File: src/rtl/tsp_pkg.sv
// Purpose: constants and types of the triple stack processor pipeline
// Assumes: sys_clk is the input clock; the system clock phase is two of its periods
// Notes: memory reads are combinational within the access cycle
// Behaviour
// RL1: a minor cycle is three system phases, each phase two input clocks
// RL2: processor slots are staggered one phase; one memory and ALU use each
// RL3: each of three processors has private registers; access path is shared
// RL4: internal address, data and read/write-not are mirrored on external pins
// RL5: instruction pointer is 16 bits; other processor registers 8 bits
// RL6: status byte holds processor number, fast I/O select and carry
// RL7: 8-bit data stack; ALU operands are stack top and second entry in RAM
// RL8: each processor has a private 256-byte base page chosen by its select
// RL9: second data entry sits at base page plus data pointer, growing upward
// RL10: push increments pointer, stores old top there, loads new top
// RL11: pop emits top, reloads top from base page plus pointer, decrements
// RL12: return stack lives in the base page and grows downward
// RL13: call stores high then low pointer byte, decrementing, then jumps
// RL14: return increments, loads low byte, increments, loads high byte
// RL15: hardware semaphores arbitrate ownership of shared buffers
// RL16: an instruction cycle is three phases, six input clocks
// RL17: active register set rotates one, two, three, one per phase
package tsp_pkg;
  localparam int T_CLK_NS = 50;
  localparam int PHASE_CLKS = 2;
  localparam int MINOR_PHASES = 3;
  localparam int INSTR_CLKS = PHASE_CLKS * MINOR_PHASES;
  localparam int NUM_SEM = 4;
  localparam int NUM_CPU = 3;
  localparam logic [7:0] ONE8 = 8'h01;
  localparam logic [7:0] DPTR_RST = 8'h00;
  localparam logic [7:0] RPTR_RST = 8'hFF;
  localparam logic [7:0] PAGE_RST = 8'h00;
  localparam logic [15:0] INSTR_RST = 16'h0000;
  localparam int ST_CPU_LSB = 0;
  localparam int ST_FIO_BIT = 2;
  localparam int ST_CARRY_BIT = 3;
  localparam logic [1:0] SEM_FREE = 2'h0;

  typedef enum logic [1:0] {
    SLOT_P1 = 2'h0,
    SLOT_P2 = 2'h1,
    SLOT_P3 = 2'h3
  } tsp_slot_e;

  typedef enum logic [2:0] {
    OP_NOP = 3'h0,
    OP_PUSH = 3'h1,
    OP_POP = 3'h2,
    OP_CALL = 3'h3,
    OP_RET = 3'h4,
    OP_WREG = 3'h5,
    OP_SEM_ACQ = 3'h6,
    OP_SEM_REL = 3'h7
  } tsp_op_e;

  typedef enum logic [2:0] {
    SEL_STATUS = 3'h0,
    SEL_INSTR = 3'h1,
    SEL_PAGE = 3'h2,
    SEL_DPTR = 3'h3,
    SEL_RPTR = 3'h4,
    SEL_TOP = 3'h5
  } tsp_sel_e;

  typedef struct packed {
    logic [15:0] instr_pointer;
    logic [7:0] status_byte;
    logic [7:0] base_page_sel;
    logic [7:0] data_stack_ptr;
    logic [7:0] return_stack_ptr;
    logic [7:0] stack_top;
    tsp_op_e op;
    tsp_sel_e sel;
    logic [15:0] arg;
    logic step;
    logic busy;
  } tsp_cpu_s;

  typedef struct packed {
    logic half;
    tsp_slot_e slot;
    logic live;
    tsp_cpu_s [2:0] cpu;
    logic mem_en;
    logic mem_we;
    logic [15:0] mem_addr;
    logic [7:0] mem_wdata;
    logic done;
    logic [1:0] done_cpu;
    logic done_ok;
    logic [7:0] pop_data;
    logic [15:0] rd_data;
  } tsp_state_s;

  typedef struct packed {
    logic [NUM_SEM-1:0][1:0] owner;
  } tsp_sem_s;

  function automatic logic [1:0] slot_idx(input tsp_slot_e s);
    case (s)
      SLOT_P1: slot_idx = 2'h0;
      SLOT_P2: slot_idx = 2'h1;
      default: slot_idx = 2'h2;
    endcase
  endfunction : slot_idx

  function automatic tsp_slot_e next_slot(input tsp_slot_e s);
    case (s)
      SLOT_P1: next_slot = SLOT_P2;
      SLOT_P2: next_slot = SLOT_P3;
      default: next_slot = SLOT_P1;
    endcase
  endfunction : next_slot
endpackage : tsp_pkg

File: src/rtl/tsp_pipeline.sv
// Purpose: three barrel-pipelined stack processors sharing one memory path
// Assumes: a command is offered for the processor shown on cur_cpu
// Notes: commands start in the processor's next slot; reads sample mem_rdata in-cycle
module tsp_pipeline (
  input wire logic sys_clk,
  input wire logic rst_b,
  input wire logic cmd_valid,
  input wire tsp_pkg::tsp_op_e cmd_op,
  input wire tsp_pkg::tsp_sel_e cmd_sel,
  input wire logic [15:0] cmd_arg,
  output logic cmd_ready,
  output logic [1:0] cur_cpu,
  output logic done,
  output logic [1:0] done_cpu,
  output logic done_ok,
  output logic [7:0] pop_data,
  input wire logic [1:0] rd_cpu,
  input wire tsp_pkg::tsp_sel_e rd_sel,
  output logic [15:0] rd_data,
  output logic mem_en,
  output logic mem_we,
  output logic [15:0] mem_addr,
  output logic [7:0] mem_wdata,
  input wire logic [7:0] mem_rdata,
  output logic [15:0] ext_addr,
  output logic [7:0] ext_data_o,
  output logic ext_data_oe,
  output logic ext_rw_n
);
  tsp_pkg::tsp_state_s s;
  tsp_pkg::tsp_state_s n;
  tsp_pkg::tsp_cpu_s c;
  tsp_pkg::tsp_cpu_s r;
  logic [1:0] a;
  logic sem_req;
  logic sem_grant;

  assign a = tsp_pkg::slot_idx(s.slot); // RL17
  assign cur_cpu = a;
  assign cmd_ready = !s.half && !s.cpu[a].busy;
  assign sem_req = s.half && s.live && (s.cpu[a].op == tsp_pkg::OP_SEM_ACQ || s.cpu[a].op == tsp_pkg::OP_SEM_REL);
  assign done = s.done;
  assign done_cpu = s.done_cpu;
  assign done_ok = s.done_ok;
  assign pop_data = s.pop_data;
  assign rd_data = s.rd_data;
  assign mem_en = s.mem_en;
  assign mem_we = s.mem_we;
  assign mem_addr = s.mem_addr;
  assign mem_wdata = s.mem_wdata;
  // pins follow the shared path whichever processor owns the phase
  assign ext_addr = s.mem_addr; // RL4
  assign ext_data_o = s.mem_wdata; // RL4
  assign ext_data_oe = s.mem_en && s.mem_we; // RL4
  assign ext_rw_n = !(s.mem_en && s.mem_we); // RL4

  tsp_sem u_sem (
    .sys_clk(sys_clk),
    .rst_b(rst_b),
    .req_en(sem_req),
    .req_acq(s.cpu[a].op == tsp_pkg::OP_SEM_ACQ),
    .req_idx(s.cpu[a].arg[1:0]),
    .req_cpu(a),
    .grant(sem_grant),
    .owner()
  );

  always_comb begin
    n = s;
    c = s.cpu[a]; // RL3
    r = '0;
    n.done = 1'b0;
    n.mem_en = 1'b0;
    n.mem_we = 1'b0;
    n.half = ~s.half; // RL1
    if (s.half) begin
      n.slot = tsp_pkg::next_slot(s.slot); // RL2 RL16 RL17
    end
    if (!s.half) begin
      n.live = 1'b0;
      if (cmd_valid && cmd_ready) begin
        c.busy = 1'b1;
        c.op = cmd_op;
        c.sel = cmd_sel;
        c.arg = cmd_arg;
        c.step = 1'b0;
      end else if (c.busy) begin
        n.live = 1'b1;
        case (c.op)
          tsp_pkg::OP_PUSH: begin
            n.mem_en = 1'b1;
            n.mem_we = 1'b1;
            n.mem_addr = {c.base_page_sel, c.data_stack_ptr + tsp_pkg::ONE8}; // RL8 RL9 RL10
            n.mem_wdata = c.stack_top; // RL10
          end
          tsp_pkg::OP_POP: begin
            n.mem_en = 1'b1;
            n.mem_addr = {c.base_page_sel, c.data_stack_ptr}; // RL7 RL9 RL11
          end
          tsp_pkg::OP_CALL: begin
            n.mem_en = 1'b1;
            n.mem_we = 1'b1;
            n.mem_addr = {c.base_page_sel, c.return_stack_ptr}; // RL12 RL13
            n.mem_wdata = c.step ? c.instr_pointer[7:0] : c.instr_pointer[15:8]; // RL13
          end
          tsp_pkg::OP_RET: begin
            n.mem_en = 1'b1;
            n.mem_addr = {c.base_page_sel, c.return_stack_ptr + tsp_pkg::ONE8}; // RL14
          end
          default: begin
          end
        endcase
      end
    end else if (s.live) begin
      n.live = 1'b0;
      n.done_cpu = a;
      n.done_ok = 1'b1;
      case (c.op)
        tsp_pkg::OP_PUSH: begin
          c.data_stack_ptr = c.data_stack_ptr + tsp_pkg::ONE8; // RL10
          c.stack_top = c.arg[7:0]; // RL10
          c.busy = 1'b0;
        end
        tsp_pkg::OP_POP: begin
          n.pop_data = c.stack_top; // RL11
          c.stack_top = mem_rdata; // RL11
          c.data_stack_ptr = c.data_stack_ptr - tsp_pkg::ONE8; // RL11
          c.busy = 1'b0;
        end
        tsp_pkg::OP_CALL: begin
          c.return_stack_ptr = c.return_stack_ptr - tsp_pkg::ONE8; // RL12 RL13
          if (c.step) begin
            c.instr_pointer = c.arg; // RL13
            c.busy = 1'b0;
          end
          c.step = 1'b1;
        end
        tsp_pkg::OP_RET: begin
          c.return_stack_ptr = c.return_stack_ptr + tsp_pkg::ONE8; // RL14
          if (c.step) begin
            c.instr_pointer[15:8] = mem_rdata; // RL14
            c.busy = 1'b0;
          end else begin
            c.instr_pointer[7:0] = mem_rdata; // RL14
          end
          c.step = 1'b1;
        end
        tsp_pkg::OP_WREG: begin
          case (c.sel)
            tsp_pkg::SEL_STATUS: begin
              c.status_byte[tsp_pkg::ST_FIO_BIT] = c.arg[tsp_pkg::ST_FIO_BIT]; // RL6
              c.status_byte[tsp_pkg::ST_CARRY_BIT] = c.arg[tsp_pkg::ST_CARRY_BIT]; // RL6
            end
            tsp_pkg::SEL_INSTR: c.instr_pointer = c.arg; // RL5
            tsp_pkg::SEL_PAGE: c.base_page_sel = c.arg[7:0]; // RL8
            tsp_pkg::SEL_DPTR: c.data_stack_ptr = c.arg[7:0];
            tsp_pkg::SEL_RPTR: c.return_stack_ptr = c.arg[7:0];
            tsp_pkg::SEL_TOP: c.stack_top = c.arg[7:0];
            default: n.done_ok = 1'b0;
          endcase
          c.busy = 1'b0;
        end
        tsp_pkg::OP_SEM_ACQ, tsp_pkg::OP_SEM_REL: begin
          n.done_ok = sem_grant; // RL15
          c.busy = 1'b0;
        end
        default: c.busy = 1'b0;
      endcase
      n.done = !c.busy;
    end
    n.cpu[a] = c;
    // the processor number is wired in so software can never forge it
    n.cpu[a].status_byte[tsp_pkg::ST_CPU_LSB +: 2] = a; // RL6
    n.rd_data = 16'h0000;
    if (rd_cpu != 2'h3) begin
      r = s.cpu[rd_cpu];
      if (rd_sel == tsp_pkg::SEL_STATUS) begin
        n.rd_data = {8'h00, r.status_byte};
      end else if (rd_sel == tsp_pkg::SEL_INSTR) begin
        n.rd_data = r.instr_pointer;
      end else if (rd_sel == tsp_pkg::SEL_PAGE) begin
        n.rd_data = {8'h00, r.base_page_sel};
      end else if (rd_sel == tsp_pkg::SEL_DPTR) begin
        n.rd_data = {8'h00, r.data_stack_ptr};
      end else if (rd_sel == tsp_pkg::SEL_RPTR) begin
        n.rd_data = {8'h00, r.return_stack_ptr};
      end else if (rd_sel == tsp_pkg::SEL_TOP) begin
        n.rd_data = {8'h00, r.stack_top};
      end
    end
  end

  always_ff @(posedge sys_clk) begin
    if (!rst_b) begin
      s <= '0;
      for (int i = 0; i < tsp_pkg::NUM_CPU; i++) begin
        s.cpu[i].instr_pointer <= tsp_pkg::INSTR_RST;
        s.cpu[i].base_page_sel <= tsp_pkg::PAGE_RST;
        s.cpu[i].data_stack_ptr <= tsp_pkg::DPTR_RST;
        s.cpu[i].return_stack_ptr <= tsp_pkg::RPTR_RST;
        // number is valid from reset, not only after the first visit of the slot
        s.cpu[i].status_byte[tsp_pkg::ST_CPU_LSB +: 2] <= 2'(i); // RL6
      end
    end else begin
      s <= n;
    end
  end

  // helper views of the active processor for the checks below
  logic [7:0] h_dptr;
  logic [7:0] h_top;
  logic [7:0] h_instr_hi;
  logic h_take;
  assign h_dptr = s.cpu[a].data_stack_ptr;
  assign h_top = s.cpu[a].stack_top;
  assign h_instr_hi = s.cpu[a].instr_pointer[15:8];
  assign h_take = cmd_valid && cmd_ready;

  property p_phase_len;
    @(posedge sys_clk) disable iff (!rst_b)
    $changed(cur_cpu) |=> $stable(cur_cpu) ##1 $changed(cur_cpu);
  endproperty
  a_phase_len: assert property (p_phase_len) else $error("phase not two clocks"); // RL1

  property p_rotation;
    @(posedge sys_clk) disable iff (!rst_b)
    (cur_cpu == 2'h0) && $changed(cur_cpu) |-> ##2 cur_cpu == 2'h1 ##2 cur_cpu == 2'h2 ##2 cur_cpu == 2'h0;
  endproperty
  a_rotation: assert property (p_rotation) else $error("slot order broken"); // RL17 RL16

  property p_one_access;
    @(posedge sys_clk) disable iff (!rst_b)
    mem_en |=> !mem_en;
  endproperty
  a_one_access: assert property (p_one_access) else $error("two accesses in one phase"); // RL2

  property p_ext_mirror;
    @(posedge sys_clk) disable iff (!rst_b)
    mem_en |-> ext_addr == mem_addr && ext_rw_n == !mem_we && ext_data_oe == mem_we;
  endproperty
  a_ext_mirror: assert property (p_ext_mirror) else $error("external pins disagree"); // RL4

  property p_push;
    @(posedge sys_clk) disable iff (!rst_b)
    h_take && cmd_op == tsp_pkg::OP_PUSH |-> ##7 mem_en && mem_we && mem_addr[7:0] == $past(h_dptr, 7) + 8'h01
      && mem_wdata == $past(h_top, 7) ##1 done;
  endproperty
  a_push: assert property (p_push) else $error("push access wrong"); // RL10

  property p_pop;
    @(posedge sys_clk) disable iff (!rst_b)
    h_take && cmd_op == tsp_pkg::OP_POP |-> ##7 mem_en && !mem_we && mem_addr[7:0] == $past(h_dptr, 7)
      ##1 done && pop_data == $past(h_top, 8);
  endproperty
  a_pop: assert property (p_pop) else $error("pop access wrong"); // RL11

  property p_call;
    @(posedge sys_clk) disable iff (!rst_b)
    h_take && cmd_op == tsp_pkg::OP_CALL |-> ##7 mem_en && mem_we && mem_wdata == $past(h_instr_hi, 7)
      ##6 mem_en && mem_we && mem_addr[7:0] == $past(mem_addr[7:0], 6) - 8'h01 ##1 done;
  endproperty
  a_call: assert property (p_call) else $error("call sequence wrong"); // RL13

  property p_ret;
    @(posedge sys_clk) disable iff (!rst_b)
    h_take && cmd_op == tsp_pkg::OP_RET |-> ##7 mem_en && !mem_we
      ##6 mem_en && !mem_we && mem_addr[7:0] == $past(mem_addr[7:0], 6) + 8'h01 ##1 done;
  endproperty
  a_ret: assert property (p_ret) else $error("return sequence wrong"); // RL14

  property p_cpu_num;
    @(posedge sys_clk) disable iff (!rst_b)
    rd_sel == tsp_pkg::SEL_STATUS && rd_cpu != 2'h3 && $rose(s.half) |=> rd_data[1:0] == $past(rd_cpu);
  endproperty
  a_cpu_num: assert property (p_cpu_num) else $error("status lacks processor number"); // RL6

  c_push: cover property (@(posedge sys_clk) disable iff (!rst_b) h_take && cmd_op == tsp_pkg::OP_PUSH ##8 done);
  c_call: cover property (@(posedge sys_clk) disable iff (!rst_b) h_take && cmd_op == tsp_pkg::OP_CALL ##14 done);
  c_ret: cover property (@(posedge sys_clk) disable iff (!rst_b) h_take && cmd_op == tsp_pkg::OP_RET ##14 done);
  c_sem: cover property (@(posedge sys_clk) disable iff (!rst_b) done && !done_ok);
endmodule : tsp_pipeline

File: src/rtl/tsp_sem.sv
// Purpose: bank of hardware semaphores shared by the three processors
// Assumes: at most one request per cycle, as the slots serialise the processors
// Notes: owner code is processor number plus one; zero means free
module tsp_sem (
  input wire logic sys_clk,
  input wire logic rst_b,
  input wire logic req_en,
  input wire logic req_acq,
  input wire logic [1:0] req_idx,
  input wire logic [1:0] req_cpu,
  output logic grant,
  output logic [tsp_pkg::NUM_SEM-1:0][1:0] owner
);
  tsp_pkg::tsp_sem_s s;
  tsp_pkg::tsp_sem_s n;
  logic [1:0] code;

  assign code = req_cpu + 2'h1;
  assign owner = s.owner;
  // re-acquire by the owner succeeds so a retry loop never deadlocks itself
  assign grant = req_acq ? (s.owner[req_idx] == tsp_pkg::SEM_FREE || s.owner[req_idx] == code)
                         : (s.owner[req_idx] == code); // RL15

  always_comb begin
    n = s;
    for (int i = 0; i < tsp_pkg::NUM_SEM; i++) begin
      if (req_en && grant && req_idx == i[1:0]) begin
        n.owner[i] = req_acq ? code : tsp_pkg::SEM_FREE; // RL15
      end
    end
  end

  always_ff @(posedge sys_clk) begin
    if (!rst_b) begin
      s <= '0;
    end else begin
      s <= n;
    end
  end

  property p_sem_owner;
    @(posedge sys_clk) disable iff (!rst_b)
    req_en && req_acq && grant |=> owner[$past(req_idx)] == $past(code);
  endproperty
  a_sem_owner: assert property (p_sem_owner) else $error("semaphore not taken by grantee"); // RL15
endmodule : tsp_sem

File: config.mk
export PLATFORM = sky130hd
export DESIGN_NAME = tsp_pipeline
export DESIGN_NICKNAME = d
export VERILOG_FILES = /design/src/rtl/tsp_pkg.sv /design/src/rtl/tsp_pipeline.sv /design/src/rtl/tsp_sem.sv
export SDC_FILE = /design/constraint.sdc
export NUM_CORES = 1
export LEC_CHECK = 0
export ABC_AREA = 1
export BUFFER_PORTS_ARGS = -buffer_cell sky130_fd_sc_hd__buf_2
export CAP_MARGIN = 10
export CORE_UTILIZATION = 35
export DETAILED_ROUTE_END_ITERATION = 10
export PLACE_DENSITY = 0.6
export SLEW_MARGIN = 20
export SYNTH_ARGS = -nofsm -noshare
export SYNTH_HDL_FRONTEND = slang
export SYNTH_HIERARCHICAL = 1
export SYNTH_SLANG_ARGS = --single-unit
export TNS_END_PERCENT = 30
File: constraint.sdc
create_clock -name sys_clk -period 2.5 [get_ports sys_clk]
set_input_delay 0.5 -clock sys_clk [delete_from_list [all_inputs] [get_ports sys_clk]]
set_output_delay 0.5 -clock sys_clk [all_outputs]
set_load 0.02 [all_outputs]
Yosys cells after proc, flatten, opt, wreduce, memory -nomap -nowiden
Cells that the tools add are included.
{ "word_totals": {"regBits": 306, "out_inout_bits": 83, "word_cells": 185, "input_bits": 38} }
{ "classes": {"n_addsub": 5, "n_eq_ne": 23, "n_lt_le_gt_ge": 4, "bitwise_logic": 5, "muxes": 60, "reduce_logical": 38} }
{ "ops": {"columns": ["cell", "n"], "rows": [
  ["240-bit bitwise mux", 2],
  ["80-bit binary-select mux with 2-bit select", 2],
  ["80-bit demux with 2-bit select", 2],
  ["80-bit 2-to-1 mux", 3],
  ["8-bit 2-to-1 mux", 13],
  ["16-bit 2-to-1 mux", 5],
  ["8-bit one-hot mux with 3 select lines", 3],
  ["32-bit 2-to-1 mux", 2],
  ["16-bit one-hot mux with 4 select lines", 1],
  ["58-bit 2-to-1 mux", 1],
  ["16-bit one-hot mux with 3 select lines", 1],
  ["3-bit equality test, second input constant", 8],
  ["24-bit 2-to-1 mux", 1],
  ["22-bit 2-to-1 mux", 1],
  ["3-bit by 2-bit equality test with 1-bit output, second input constant", 6],
  ["8-bit by 1-bit adder with 8-bit output, second input constant", 2],
  ["2-bit 2-to-1 mux", 8],
  ["8-bit one-hot mux with 2 select lines", 1],
  ["8-bit by 1-bit subtractor with 8-bit output, second input constant", 2],
  ["1-bit logical AND", 11],
  ["1-bit 2-to-1 mux", 10],
  ["3-bit by 1-bit equality test with 1-bit output, second input constant", 3],
  ["2-bit by 3-bit less-than comparator with 1-bit output, second input constant", 3],
  ["2-bit one-hot mux with 2 select lines", 2],
  ["22 further kinds", 42]
]} }

Longest topological paths before layout
{ "depth": {"depth_word": 13, "mapped_depth": 23, "mapped_depth_nobuf": 18} }

Modules after synthesis
Netlist, hierarchy kept.
{ "modules_own_cells": {"columns": ["module", "cells_each", "area_each_um2", "seq_area_each_um2", "instances"], "rows": [
  ["tsp_pipeline", 2599, 16600.9, 5965.7, 1],
  ["tsp_sem", 104, 590.6, 160.2, 1]
]} }

Worst setup path before layout
Ideal clock, no wire load.
{ "synth_path": {"kind": "register -> register", "start": "register s[296] (netlist name)", "end": "register s, in the netlist done_ok", "arrival_time_ns": 2.283, "path_stages_with_launch": 22, "setup_ns": 0.074, "setup_slack_ns": 0.143, "t_required_ns": 2.426, "period_less_slack_ns": 2.357, "path_buffers": 5, "cell_sequence": "dfxtp_1 -> buf_4 -> inv_2 -> buf_6 -> nand2_2 -> buf_2 -> nor2_1 -> nor3_2 -> inv_1 -> buf_6 -> inv_2 -> nand2_1 -> nand2_1 -> nand2_1 -> nand2_1 -> nand2_1 -> nand2_1 -> nand2_1 -> nand2_2 -> buf_6 -> nand3_1 -> a31oi_1"} }
{ "synth_via": {"elab_chain_len": 10, "elab_cells_between_ends": 25, "cone_classes": "1 x add/sub; 10 x eq/ne; 8 x mux; 6 x reduce/logical"} }
{ "synth_lines": {"columns": ["element", "line", "text"], "rows": [
  ["start: declaration", "tsp_pipeline.sv:30", "tsp_pkg::tsp_state_s s;"],
  ["start signal: assignment", "tsp_pipeline.sv:205", "s <= n;"],
  ["2-bit by 1-bit equality test with 1-bit output / 2-bit logical NOT (equally long branches)", "tsp_pkg.sv:100", "case (s)"],
  ["2-bit one-hot mux with 2 select lines *", "tsp_pkg.sv:100", null],
  ["80-bit binary-select mux with 2-bit select", null, null],
  ["80-bit 2-to-1 mux (not written as such)", "tsp_pipeline.sv:70", "c = s.cpu[a];"],
  ["2-bit binary-select mux with 2-bit select", "tsp_sem.sv:21, tsp_sem.sv:22", null],
  ["2-bit 2-to-1 mux (not written as such)", "tsp_sem.sv:21, tsp_sem.sv:22", null],
  ["2-bit equality test / 2-bit logical NOT (equally long branches)", "tsp_sem.sv:21, tsp_sem.sv:22", null],
  ["1-bit logical OR", "tsp_sem.sv:21", "assign grant = req_acq ? (s.owner[req_idx] == tsp_pkg::SEM_FREE || s.owner[req_idx] == code)"],
  ["1-bit 2-to-1 mux *", "tsp_sem.sv:21", null],
  ["named net sem_grant", "tsp_pipeline.sv:36", "logic sem_grant;"],
  ["1-bit one-hot mux with 2 select lines *", "tsp_pipeline.sv:118", "case (c.op)"]
]} }
The timed path passes the listed nets; every way through them passes the cells marked *. The select of a mux whose other input is x is not followed.
A chain may end at the register's enable or synchronous reset.

Worst setup path in the final report
{ "layout_path": {"start": "register s[296] (netlist name)", "end": "output cmd_ready"} }
{ "layout_via": {"elab_chain_len": 6, "elab_cells_between_ends": 7, "cone_classes": "1 x eq/ne; 3 x mux; 3 x reduce/logical"} }
{ "layout_lines": {"columns": ["element", "line", "text"], "rows": [
  ["2-bit by 1-bit equality test with 1-bit output / 2-bit logical NOT (equally long branches)", "tsp_pkg.sv:100", null],
  ["2-bit one-hot mux with 2 select lines *", "tsp_pkg.sv:100", null],
  ["80-bit binary-select mux with 2-bit select *", null, null],
  ["80-bit 2-to-1 mux *", null, null],
  ["1-bit logical NOT *", "tsp_pipeline.sv:40", "assign cmd_ready = !s.half && !s.cpu[a].busy;"],
  ["1-bit logical AND *", "tsp_pipeline.sv:40", null],
  ["end: declaration", "tsp_pipeline.sv:11", "output logic cmd_ready,"]
]} }
Mark *: on every way between the ends. The rest lies on a longest branch, timed or not. The select of a mux whose other input is x is not followed.

==> results_dict.tcl <==
set metrics [dict create \
    num_rows 80 \
    grt_pass1_vias 17200 \
    path_cells "inv_4 -> buf_6 -> o221ai_2 -> nor2_2 -> buf_2" \
    overflow 0 \
    path_max_fanout 13 \
    hold_path_depth 3 \
    rr_endpoint "ext_addr[1]$_SDFFE_PN0P_" \
    required_ps 2000 \
    yosysUniqueCellTypes 40 \
    start_util 0.358 \
    antennaDiodeCount 0 \
    numCtsBuffers 37 \
    r2r_setup_slack_ps 60 \
    slew_headroom 0.435 \
    gp_congestion 0.954 \
    core_area_sq_um 48000 \
    post-place-ws_ps -9.16 \
    max_cap_viol_count 0 \
    final_layout_size_suffix_gt1_frac 0.160 \
    powerDensity_nw_per_um2 774 \
    final.setup_skew_ps 20.0 \
    finalHoldViolCount 0 \
    clock-root-buffer "clkbuf_16" \
    irDropWorstVdd_mv 0.576 \
    portBuffers 120 \
    grt_max_degree 51 \
    fin_util 0.423 \
    clock.fmax_ghz 0.408 \
    synthesis.instances 2703 \
    synthToLayoutAreaGrowth_pct 18.3 \
    yosys_warnings 6 \
    worst_pin_slew_ps 841 \
    status "completed" \
    critPathKind "reg -> out" \
    fill_cells 5027 \
    setup_violations 0 \
    die_area_sq_um 50000 \
    slew_viol_final 0 \
    die_w_um 224 \
    grt_util_all_layers 0.264 \
    cpMaxStageDelayCell "dfxtp_4" \
    whs_endpoint "s[145]$_SDFFE_PN0P_" \
    vias_per_cell 5.32 \
    syn_avg_cell_area_sq_um 6.36 \
    hpwlAfterDp_um 48000 \
    antenna_found_initial 0 \
    final_common_cell "nand2_1" \
    wl_per_cell_um 19.2 \
    clockBufferDepth 3 \
    grt_pass1_wl_um 102000 \
    ant_nets 0 \
    yosysSeqAreaShare 0.356 \
    drcViolationCount 0 \
    cts_max_level 2 \
    synth-seq-cells 306 \
    reg2reg_from "s[295]$_SDFFE_PN0P_" \
    cts_hold_buf 0 \
    drt_pre_antenna_iters 6 \
    start_kind "flop" \
    clock_latency_ps 580 \
    syn_area_sq_um 17200 \
    min_path_type "in -> reg" \
    critical-path-max-stage-delay_ps 380 \
    fin_ws_ps 49.1 \
    cts_tree "built" \
    p_leak_nw 9.87 \
    whs_ps 279 \
    min_period_ps 2450 \
    die_h_um 224 \
    wl_um 66600 \
    cts.sinks 306 \
    critPathArrivalTime_ps 1950 \
    final_cell_mix "nand2_1, inv_1, dfxtp_1" \
    nNetsFinal 2872 \
    rr_worst_depth 13 \
    worstHoldStart "cmd_arg[9]" \
    io_pins 121 \
    mappedNetlistNets 2745 \
    dr_total_vias 18500 \
    drtIter0Drc 2028 \
    clk_pin_slew_ps 60 \
    fin_crit_sh 0.980 \
    worst_setup_path_end_kind "output pin" \
]
layer usage:
metal / global-route usage / routed length [um] / vias up
li1: - / - / 8880
met1: 0.359 / 28900 / 8619
met2: 0.417 / 29500 / 836
met3: 0.0366 / 5540 / 121
met4: 0.115 / 2740 / 0
met5: 0 / 0 / -
state kept, by name (all words and copies together), names as in the netlist:
signal / flops
mem_en: 1
ext_data_o: 8
ext_addr: 16
s: 244
done_ok: 1
rd_data: 16
pop_data: 8
done_cpu: 2
u_sem/owner: 8
mem_we: 1
done: 1
final cells by class:
| cell class | instances | area, sq um | share of cell area |
|---|---|---|---|
| Clock buffer | 48 | 1010 | 0.0495 |
| Clock inverter | 17 | 285 | 0.0140 |
| Inverter | 328 | 1230 | 0.0607 |
| Multi-Input combinational cell | 1838 | 8620 | 0.424 |
| Sequential cell | 306 | 6130 | 0.302 |
| Tap cell | 615 | 769 | 0.0379 |
| Timing Repair Buffer | 319 | 2280 | 0.112 |
worst max-delay path: cells and delay by family (launching register included):
family / cells / cell delay [ps]
AOI/OAI and AO/OA: 1 / 180
buffers and inverters: 3 / 580
DFF: 1 / 380
and+or+nand+nor: 1 / 230
kinds of logic after synthesis:
| family | after synthesis | synth area share |
|---|---|---|
| simple gates | 1273 | 0.310 |
| buf+inv | 559 | 0.146 |
| compound gates | 558 | 0.183 |
| flops | 306 | 0.356 |
| fa+ha+maj | 4 | 0.00291 |
| xor+xnor | 2 | 0.00102 |
| mux | 1 | 0.000582 |
cells in the mapped netlist, drive strengths merged:
master / count / area share
o31ai: 17 / 0.0074
a31oi: 2 / 0.00073
nor3: 28 / 0.0099
a221oi: 6 / 0.0031
nand4: 24 / 0.0087
dfxtp: 306 / 0.36
o22ai: 44 / 0.016
nand2: 859 / 0.19
a21boi: 1 / 0.00044
buf: 151 / 0.057
mux2i: 1 / 0.00058
or2: 11 / 0.0040
a22oi: 3 / 0.0013
xnor2: 2 / 0.0010
nand3: 195 / 0.062
o211ai: 50 / 0.022
o221ai: 12 / 0.0065
ha: 4 / 0.0029
clkbuf: 80 / 0.017
a22o: 1 / 0.00051
o21ai: 278 / 0.082
and3: 2 / 0.00073
a21oi: 143 / 0.042
nor2: 154 / 0.037
inv: 328 / 0.072
a31o: 1 / 0.00051
metrics by stage:
| step | cells | setup TNS [ps] | cell area, sq um | power [mW] |
|---|---|---|---|---|
| floorplan | 2703 | 0 | 17200 | 8.14 |
| global placement | 3406 | 0 | 19000 | 9.81 |
| detailed placement | 3406 | -9.16 | 19000 | 9.85 |
| CTS | 3470 | 0 | 20300 | 15.7 |
| global route | 3471 | -28.7 | 20300 | 16.4 |
| finish | 3471 | 0 | 20300 | 15.7 |
how the worst max path moves through the flow:
stage / startpoint / endpoint / slack, ps / cells after the start
after floorplan: s[296]$_SDFFE_PN0P_ / done_ok$_SDFFE_PN0P_ / 140 / 21
after global placement: rd_cpu[1] / rd_data[2]$_SDFF_PN0_ / 30 / 10
after detailed placement: s[295]$_SDFFE_PN0P_ / s[87]$_SDFFE_PN1P_ / -9 / 14
after CTS: s[296]$_SDFFE_PN0P_ / s[87]$_SDFFE_PN1P_ / 3 / 14
after global routing: s[295]$_SDFFE_PN0P_ / s[260]$_SDFFE_PN0P_ / -9 / 17
final: s[296]$_SDFFE_PN0P_ / cmd_ready / 50 / 5
report_power, final:
part	leakage, nW	switching, mW	internal (mW)
clock	0.634	2.27	3.58
sequential	2.49	0.220	5.27
combinational	6.74	2.97	1.42
repair_timing:
| action | 4_1_cts | 5_1_grt |
|---|---|---|
| buffers inserted | 0 | 1 |
| pin swaps | 0 | 1 |
| endpoints found under the setup margin | 5 | 72 |
| resized for setup | 4 | 18 |
No activity file was read; power rests on OpenSTA's default activity.
